**src/design/ppi_regs.vh**
```
// Purpose: Constants for the P/PI mode switch block.
// Assumes: Codes are the low digit of each setting field.
// Notes: Thresholds are upper limits for the setting inputs, plus one force default.
`ifndef PPI_REGS_VH
`define PPI_REGS_VH
`define PPI_CM_SPEED 4'h0
`define PPI_CM_POS 4'h1
`define PPI_CM_FORCE 4'h2
`define PPI_CM_INT_SPD 4'h3
`define PPI_CM_INT_SPD_SPD 4'h4
`define PPI_CM_INT_SPD_POS 4'h5
`define PPI_CM_INT_SPD_FRC 4'h6
`define PPI_CM_POS_SPD 4'h7
`define PPI_CM_POS_FRC 4'h8
`define PPI_CM_FRC_SPD 4'h9
`define PPI_CM_SPD_ZCLAMP 4'ha
`define PPI_CM_POS_INHIBIT 4'hb
`define PPI_MS_FORCE 3'h0
`define PPI_MS_SPEED 3'h1
`define PPI_MS_ACCEL 3'h2
`define PPI_MS_POSERR 3'h3
`define PPI_MS_OFF 3'h4
`define PPI_FORCE_THR_MAX 16'h0320
`define PPI_FORCE_THR_DEF 16'h00c8
`define PPI_SPEED_THR_MAX 16'h2710
`define PPI_ACCEL_THR_MAX 16'h7530
`define PPI_POSERR_THR_MAX 16'h2710
`endif

```
**src/design/ppi_mode_switch.v**
```verilog
// Purpose: Choose P or PI operation of the speed loop.
// Assumes: Inputs synchronous to clk; magnitudes are absolute values.
// Notes: Output p_mode_reg is registered, one cycle after its cause.
// Notes on behaviour
// (RULE_01) Select input low gives P, high PI.
// (RULE_02) Pure force control never allows P.
// (RULE_03) Decode control method codes 0 to B.
// (RULE_04) Host allocates select pin for codes 3-B.
// (RULE_05) Auto switch compares quantity against level.
// (RULE_06) Decode switch selection codes 0 to 4.
// (RULE_07) Force above threshold selects P.
// (RULE_08) Speed reference above threshold selects P.
// (RULE_09) Acceleration above threshold selects P.
// (RULE_10) Position error above threshold selects P.
// (RULE_11) Position error detection only in position.
// (RULE_12) I-P speed loop disables auto switch.
// (RULE_13) Otherwise keep or return to PI.
`timescale 1ns/1ps
`include "ppi_regs.vh"
module ppi_mode_switch (
    // Clock and reset
    input wire clk,
    input wire rst,
    // Host select pin, active low
    input wire proportional_select_input_n,
    // Settings
    input wire [3:0] control_method_setting,
    input wire [2:0] mode_switch_condition_select,
    input wire ip_control_select,
    input wire pos_control_active,
    input wire [15:0] force_level_threshold,
    input wire [15:0] speed_level_threshold,
    input wire [15:0] acceleration_level_threshold,
    input wire [15:0] position_error_threshold,
    // Internal quantities (magnitudes)
    input wire [15:0] force_ref_mag,
    input wire [15:0] speed_ref_mag,
    input wire [15:0] accel_ref_mag,
    input wire [15:0] pos_err_mag,
    // Status
    output reg p_mode_reg,
    output reg auto_p_reg,
    output reg prop_allowed_reg,
    output reg method_valid_reg
);

// ----------------------------------------
// Helpers
// ----------------------------------------
// Limits a threshold setting to the top of its legal range.
function [15:0] clip;
    input [15:0] v;
    input [15:0] mx;
    begin
        clip = (v > mx) ? mx : v;
    end
endfunction

// Strict greater-than test of a magnitude against its clipped level.
function over_level;
    input [15:0] mag;
    input [15:0] thr;
    input [15:0] mx;
    begin
        over_level = (mag > clip(thr, mx));
    end
endfunction

// Codes above the last defined method are refused as unknown.
function is_known_method;
    input [3:0] cm;
    begin
        case (cm)
            `PPI_CM_SPEED: is_known_method = 1'b1;
            `PPI_CM_POS: is_known_method = 1'b1;
            `PPI_CM_FORCE: is_known_method = 1'b1;
            `PPI_CM_INT_SPD: is_known_method = 1'b1;
            `PPI_CM_INT_SPD_SPD: is_known_method = 1'b1;
            `PPI_CM_INT_SPD_POS: is_known_method = 1'b1;
            `PPI_CM_INT_SPD_FRC: is_known_method = 1'b1;
            `PPI_CM_POS_SPD: is_known_method = 1'b1;
            `PPI_CM_POS_FRC: is_known_method = 1'b1;
            `PPI_CM_FRC_SPD: is_known_method = 1'b1;
            `PPI_CM_SPD_ZCLAMP: is_known_method = 1'b1;
            `PPI_CM_POS_INHIBIT: is_known_method = 1'b1;
            default: is_known_method = 1'b0;
        endcase
    end
endfunction

// Pure force control and unknown codes never allow proportional operation.
function allows_prop;
    input [3:0] cm;
    begin
        case (cm)
            `PPI_CM_SPEED: allows_prop = 1'b1;
            `PPI_CM_POS: allows_prop = 1'b1;
            `PPI_CM_FORCE: allows_prop = 1'b0;
            `PPI_CM_INT_SPD: allows_prop = 1'b1;
            `PPI_CM_INT_SPD_SPD: allows_prop = 1'b1;
            `PPI_CM_INT_SPD_POS: allows_prop = 1'b1;
            `PPI_CM_INT_SPD_FRC: allows_prop = 1'b1;
            `PPI_CM_POS_SPD: allows_prop = 1'b1;
            `PPI_CM_POS_FRC: allows_prop = 1'b1;
            `PPI_CM_FRC_SPD: allows_prop = 1'b1;
            `PPI_CM_SPD_ZCLAMP: allows_prop = 1'b1;
            `PPI_CM_POS_INHIBIT: allows_prop = 1'b1;
            default: allows_prop = 1'b0;
        endcase
    end
endfunction

// Methods that run position control on their own.
function is_pos_method;
    input [3:0] cm;
    begin
        case (cm)
            `PPI_CM_POS: is_pos_method = 1'b1;
            `PPI_CM_POS_INHIBIT: is_pos_method = 1'b1;
            default: is_pos_method = 1'b0;
        endcase
    end
endfunction

// Switched methods that have a position side, which pos_control_active marks as live.
function has_pos_side;
    input [3:0] cm;
    begin
        case (cm)
            `PPI_CM_INT_SPD_POS: has_pos_side = 1'b1;
            `PPI_CM_POS_SPD: has_pos_side = 1'b1;
            `PPI_CM_POS_FRC: has_pos_side = 1'b1;
            default: has_pos_side = 1'b0;
        endcase
    end
endfunction

// ----------------------------------------
// Level detection
// ----------------------------------------
// Every quantity is compared each cycle; the selector below picks one result.
wire force_over;
wire speed_over;
wire accel_over;
wire poserr_over;

assign force_over = over_level(force_ref_mag, force_level_threshold,
                               `PPI_FORCE_THR_MAX); // RULE_07
assign speed_over = over_level(speed_ref_mag, speed_level_threshold,
                               `PPI_SPEED_THR_MAX); // RULE_08
assign accel_over = over_level(accel_ref_mag, acceleration_level_threshold,
                               `PPI_ACCEL_THR_MAX); // RULE_09
assign poserr_over = over_level(pos_err_mag, position_error_threshold,
                                `PPI_POSERR_THR_MAX); // RULE_10

// ----------------------------------------
// Method decode and switch selection
// ----------------------------------------
reg valid;
reg allowed;
reg pos_mode;
reg auto_p;
wire manual_p;
wire auto_enable;
wire auto_p_next;
wire p_mode_next;

always @* begin
    valid = is_known_method(control_method_setting); // RULE_03
    allowed = allows_prop(control_method_setting); // RULE_02
    pos_mode = is_pos_method(control_method_setting) ||
               (has_pos_side(control_method_setting) && pos_control_active); // RULE_11
    auto_p = 1'b0;
    case (mode_switch_condition_select) // RULE_06
        `PPI_MS_FORCE: begin
            auto_p = force_over; // RULE_07
        end
        `PPI_MS_SPEED: begin
            auto_p = speed_over; // RULE_08
        end
        `PPI_MS_ACCEL: begin
            auto_p = accel_over; // RULE_09
        end
        `PPI_MS_POSERR: begin
            auto_p = pos_mode && poserr_over; // RULE_10 RULE_11
        end
        `PPI_MS_OFF: begin
            auto_p = 1'b0;
        end
        default: begin
            auto_p = 1'b0;
        end
    endcase
end

// ----------------------------------------
// P or PI decision
// ----------------------------------------
// The select pin is honoured for every allowed method; allocation is the host's duty.
assign manual_p = !proportional_select_input_n; // RULE_01 RULE_04
// The automatic switch rests while the speed loop runs I-P control.
assign auto_enable = !ip_control_select; // RULE_12
assign auto_p_next = allowed && auto_enable && auto_p; // RULE_05
// Falls back to PI whenever neither the pin nor a level asks for P.
assign p_mode_next = allowed && (manual_p || auto_p_next); // RULE_01 RULE_13

// ----------------------------------------
// Output registers
// ----------------------------------------
always @(posedge clk or posedge rst) begin
    if (rst) begin
        p_mode_reg <= 1'b0;
        auto_p_reg <= 1'b0;
        prop_allowed_reg <= 1'b0;
        method_valid_reg <= 1'b0;
    end else begin
        p_mode_reg <= p_mode_next;
        auto_p_reg <= auto_p_next;
        prop_allowed_reg <= allowed;
        method_valid_reg <= valid;
    end
end

endmodule

```
**config.mk**
```make
export PLATFORM = sky130hd
export DESIGN_NAME = ppi_mode_switch
export DESIGN_NICKNAME = d
export VERILOG_FILES = /design/src/design/ppi_mode_switch.v
export VERILOG_INCLUDE_DIRS = /design/src /design/src/design
export SDC_FILE = /design/constraint.sdc
export NUM_CORES = 1
export LEC_CHECK = 0
export ABC_AREA = 1
export BUFFER_PORTS_ARGS = -buffer_cell sky130_fd_sc_hd__buf_2
export CAP_MARGIN = 20
export CORE_UTILIZATION = 48
export DETAILED_ROUTE_END_ITERATION = 6
export MAX_ROUTING_LAYER = met4
export PLACE_DENSITY = 0.88
export SYNTH_ARGS = -nofsm -noshare
export SYNTH_HDL_FRONTEND = slang
export SYNTH_SLANG_ARGS = --single-unit
```
**constraint.sdc**
```tcl
create_clock -name clk -period 0.8 [get_ports clk]
set_input_delay 0.04 -clock clk [delete_from_list [all_inputs] [get_ports clk]]
set_output_delay 0.04 -clock clk [all_outputs]
set_load 0.01 [all_outputs]
```
Word-level counts from Yosys, hierarchy flattened:

Memory sizes are Yosys's and may differ from the RTL's. A register that Yosys moved wholly into a read port is not among the register bits.
Index checks and enable logic that the tools add are counted.

* register bits: 3
* ROM bits: 32
* memories kept: 2

Memories
* (no name shown): words 16, width 1, rd ports 1, clocked after Yosys merged registers in 1, wr ports 0, RTL line ppi_mode_switch.v:73 `case (cm)`
* (no name shown): words 16, width 1, rd ports 1, clocked after Yosys merged registers in 0, wr ports 0, RTL line ppi_mode_switch.v:95 `case (cm)`

* magnitude comparators: 8
* equality and inequality tests: 8
* multiplexer cells: 7
* reductions and logical operators: 12

Operators with widths (count)
* 16-bit greater-than comparator: 4
* 16-bit two-way mux: 4
* 16-bit by 14-bit greater-than comparator with 1-bit output (second input constant): 2
* 16-bit by 10-bit greater-than comparator with 1-bit output (second input constant): 1
* 16-bit by 15-bit greater-than comparator with 1-bit output (second input constant): 1
* 4-bit by 3-bit equality test with 1-bit output (second input constant): 2
* 4-bit equality test (second input constant): 2
* 3-bit by 2-bit equality test with 1-bit output (second input constant): 2
* 1-bit logical AND: 5
* 4-bit by 1-bit equality test with 1-bit output (second input constant): 1
* 1-bit case mux with 4 select lines: 1
* 3-bit by 1-bit equality test with 1-bit output (second input constant): 1
* 3-bit zero test: 1
* 3-bit OR reduction: 1
* 1-bit zero test: 2
* 1-bit logical OR: 2
* 1-bit two-way mux: 2
* 2-bit OR reduction: 1

Logic depth before layout (Yosys ltp):

* word-level depth: 10
* depth in mapped cells: 20
* gate-level depth less buffers: 20

Worst setup path before layout:

Ideal clock, no wire load.

* path type: in2reg
* start point: in speed_level_threshold[6]
* end point: reg p_mode_reg
* library setup time: 0.128 ns
* arrival time: 1.891 ns
* data required time: 0.672 ns
* slack: -1.218 ns
* stages: 15
* path buffers: 0
* path through: or2_1 > o31ai_2 > o2111ai_2 > nand2_4 > nand2_1 > ha_1 > a21o_1 > nor2_1 > nand2_1 > nand2_1 > nand2_1 > nand2_1 > nand2_1 > o21ai_0 > nand2_1

* cells in the longest elaborated chain, start to end: 7

RTL lines
* start: declaration: RTL line ppi_mode_switch.v:32 `input wire [15:0] speed_level_threshold,`
* 16-bit by 14-bit greater-than comparator with 1-bit output: RTL line ppi_mode_switch.v:55 `clip = (v > mx) ? mx : v;`
* 16-bit two-way mux (*): RTL line ppi_mode_switch.v:55
* 16-bit greater-than comparator (*): RTL line ppi_mode_switch.v:65 `over_level = (mag > clip(thr, mx));`
* 1-bit case mux with 4 select lines (*): RTL line ppi_mode_switch.v:174 `case (mode_switch_condition_select)`
* 1-bit logical AND (*): RTL line ppi_mode_switch.v:203 `assign auto_p_next = allowed && auto_enable && auto_p;`
* 1-bit logical OR (*): RTL line ppi_mode_switch.v:205 `assign p_mode_next = allowed && (manual_p || auto_p_next);`
* 1-bit logical AND (*): RTL line ppi_mode_switch.v:205
* net p_mode_next: RTL line ppi_mode_switch.v:166 `wire p_mode_next;`
* end signal: assignment: RTL line ppi_mode_switch.v:217 `p_mode_reg <= p_mode_next;`
* end: declaration: RTL line ppi_mode_switch.v:41 `output reg p_mode_reg,`

Mark *: on every way through the listed nets, which the timed path passes. The rest lies on a longest branch.

Worst setup path in the final report:

* start point: in speed_level_threshold[15]
* end point: reg p_mode_reg

Same word-level chain as after synthesis.

==> reports/results.tsv <==
stage	metric	value	unit
worst_setup_path	cp_max_fo	5	
worst_setup_path	crit_family	simple AND/OR/NAND/NOR gates	
cells_and_area	insertedDiodeCount	0	
timing	hold_violations	0	
synth	synth.avg_cell_area	6.13	sq um
global_route	grt.overflow.total	0	
worst_setup_path	cp-end-kind	flip-flop	
clock_tree	numCtsBuffers	3	
timing	period_share	2.91	
timing	period_needed	2330	ps
clock_tree	cts_tree	built	
clock_tree	htree_levels	1	
place	io_buffers	143	
cells_and_area	layout.nets	808	
synth	seq_area_frac_synth	0.0427	
synth	netlist_top_cells_area	ha_1, nand2_1, a21oi_1, inv_1, nor2_1	
timing	grt_setup_unrepaired	true	
worst_setup_path	crit_slowest_cell	o2111ai_4	
synth	ys_seq_elements	4	
global_route	grt_pass1_wl	13200	um
synth	yosysMostFrequentCell	nand2_1	
routing	ant_nets	0	
clock_tree	cts.path.max_buffers	2	
global_route	antenna_found_initial	0	
worst_setup_path	cpPeakStageDelay	340	ps
routing	dr.first_iter.drc_count	232	
routing	wl	10500	um
die	die_y	71.9	um
die	core_region_area	4720	sq um
clock_tree	clkSinkCount	4	
synth	synthCells	383	
routing	avgViaCountPerCell	5.54	
global_route	grt_usage	0.327	
worst_setup_path	worstPathCellList	buf_4, nor2_4, nand3b_1, buf_4, o2111ai_4, buf_6, a21oi_1, ha_1, nand2_2, nor2_2, nand4_1, nor2_1, nor2_1, nand2_1, nand2_1, o21ai_2, nand2_1	
routing	vias	3708	
synth	netlist_top_cells_count	nand2_1, ha_1, a21oi_1, inv_1, nor2_1	
worst_setup_path	crit_arrival	2410	ps
timing	fmax	430	MHz
pwr	p_per_area	601	nW/um^2
worst_setup_path	cp.required	890	ps
worst_setup_path	path_buf_inv	3	
timing	timing.final.ws_setup	-1530	ps
cells_and_area	fillers	239	
place	gp_congestion	0.855	
worst_setup_path	cp_common_cell	nand2_1	
worst_setup_path	worstSetupPathDepth	17	
die	die_area	5170	sq um
timing	setup_violations	2	
job	maxCapViolations	0	
worst_setup_path	worstSetupPathType	in2reg	
place	dp_hpwl	6790	um
run_status	violations	negative setup slack	
pwr	power	2.49	mW
pwr	max-vdd-ir-drop	0.456	mV
synth	syn_area	2350	sq um
synth	ys_types	29	
synth	synth_edf_count	0	
cells_and_area	drive_above_1_share	0.452	
die	start_util	0.497	
cells_and_area	area_growth_syn_to_layout	76.4	%
synth	async_flop_share	1.00	
timing	final-max-slew-violation-count	0	
global_route	first_global_vias	3365	
synth	synth.top_cell.area_share	0.341	
synth	synthFlopType	dfrtp_1	
min_path	hold_class	in2reg	
routing	drc	0	
clock_tree	clk_pin_slew	30	ps
timing	fin_setup_tns	-3010	ps
global_route	grt_start_max_net_pins	10	
die	fp.dieW	71.9	um
clock_tree	root_buffer	clkbuf_8	
synth	synth_top_cell_by_area	ha_1	
pwr	p_leak	2.30	nW
die	ios	144	
die	rows	25	
run_status	status	finished, violations left	
routing	wl_per_cell	15.7	um
worst_setup_path	start_kind	input port	
routing	first_pass_iters	7	
synth	yosys_warnings	0	
min_path	hold_path_depth	3	
timing	whs	142	ps
-- layer usage --
metal  routed length [um]  share of wire  track usage
met1                 3590           0.34        0.299
met2                 5310           0.51        0.644
met3                  842          0.080       0.0778
met4                  757          0.072        0.131
met5                    0              0            -
-- cell usage in the layout (no fill, tap or decap), types with 3 or more instances in the layout --
cell,instances
a21boi_1,3
a21oi_1,36
a21oi_2,7
buf_2,134
buf_4,61
buf_6,9
clkbuf_8,3
conb_1,11
dfrtp_1,4
ha_1,55
ha_4,9
inv_1,41
nand2_1,110
nand2_2,9
nand2_4,11
nand3_1,4
nand4_1,8
nor2_1,35
nor2_2,6
o21ai_0,8
-- final cells by class --
type                       count  area [sq um]  area share
inverter                      43           164      0.0396
multi-input combinational    346          2490       0.603
sequential                     4           100      0.0242
timing repair buffer         206          1250       0.303
clock buffer                   3          41.3     0.00998
tap                           67          83.8      0.0203
-- worst paths after layout --
kind / from / endpoint / slack [ps]
min in group asynchronous: rst / auto_p_reg / 270
max: speed_level_threshold[15] / p_mode_reg / -1530
min: control_method_setting[3] / method_valid_reg / 140
max in group asynchronous: rst / prop_allowed_reg / 380
-- stage by stage --
step           worst slack, ps  instance area (sq um)  utilization  instances
6_report                 -1530                   4140        0.876        669
5_1_grt                  -1590                   4140        0.876        669
4_1_cts                  -1270                   3880        0.822        662
3_5_place_dp             -1620                   3570        0.757        655
3_3_place_gp             -1520                   3570        0.757        655
2_1_floorplan            -1190                   2380            -        393
-- where the power goes --
| part | internal (mW) | switching [mW] | leakage, nW |
|---|---|---|---|
| combinational | 0.913 | 0.936 | 2.24 |
| clock | 0.320 | 0.0985 | 0.0216 |
| sequential | 0.216 | 0.00367 | 0.0468 |
-- cells by family after synthesis --
| logic type | share of synthesized area |
|---|---|
| AND/OR/NAND/NOR | 0.378 |
| buffers and inverters | 0.0688 |
| AO/OA/AOI/OAI | 0.167 |
| adder cells (fa/ha/maj) | 0.341 |
| other | 0.00160 |
| flip-flops | 0.0427 |
-- repair_timing --
item | in CTS | in global routing
pin swaps | 30 | 38
buffers inserted | 3 | 7
hold buffers | 1 | 0
resized for setup | 41 | 47
setup endpoints to repair | 2 | 2
gates cloned | 0 | 0
hold endpoints to repair | 4 | 0
Power figures use the tool's default switching activity.
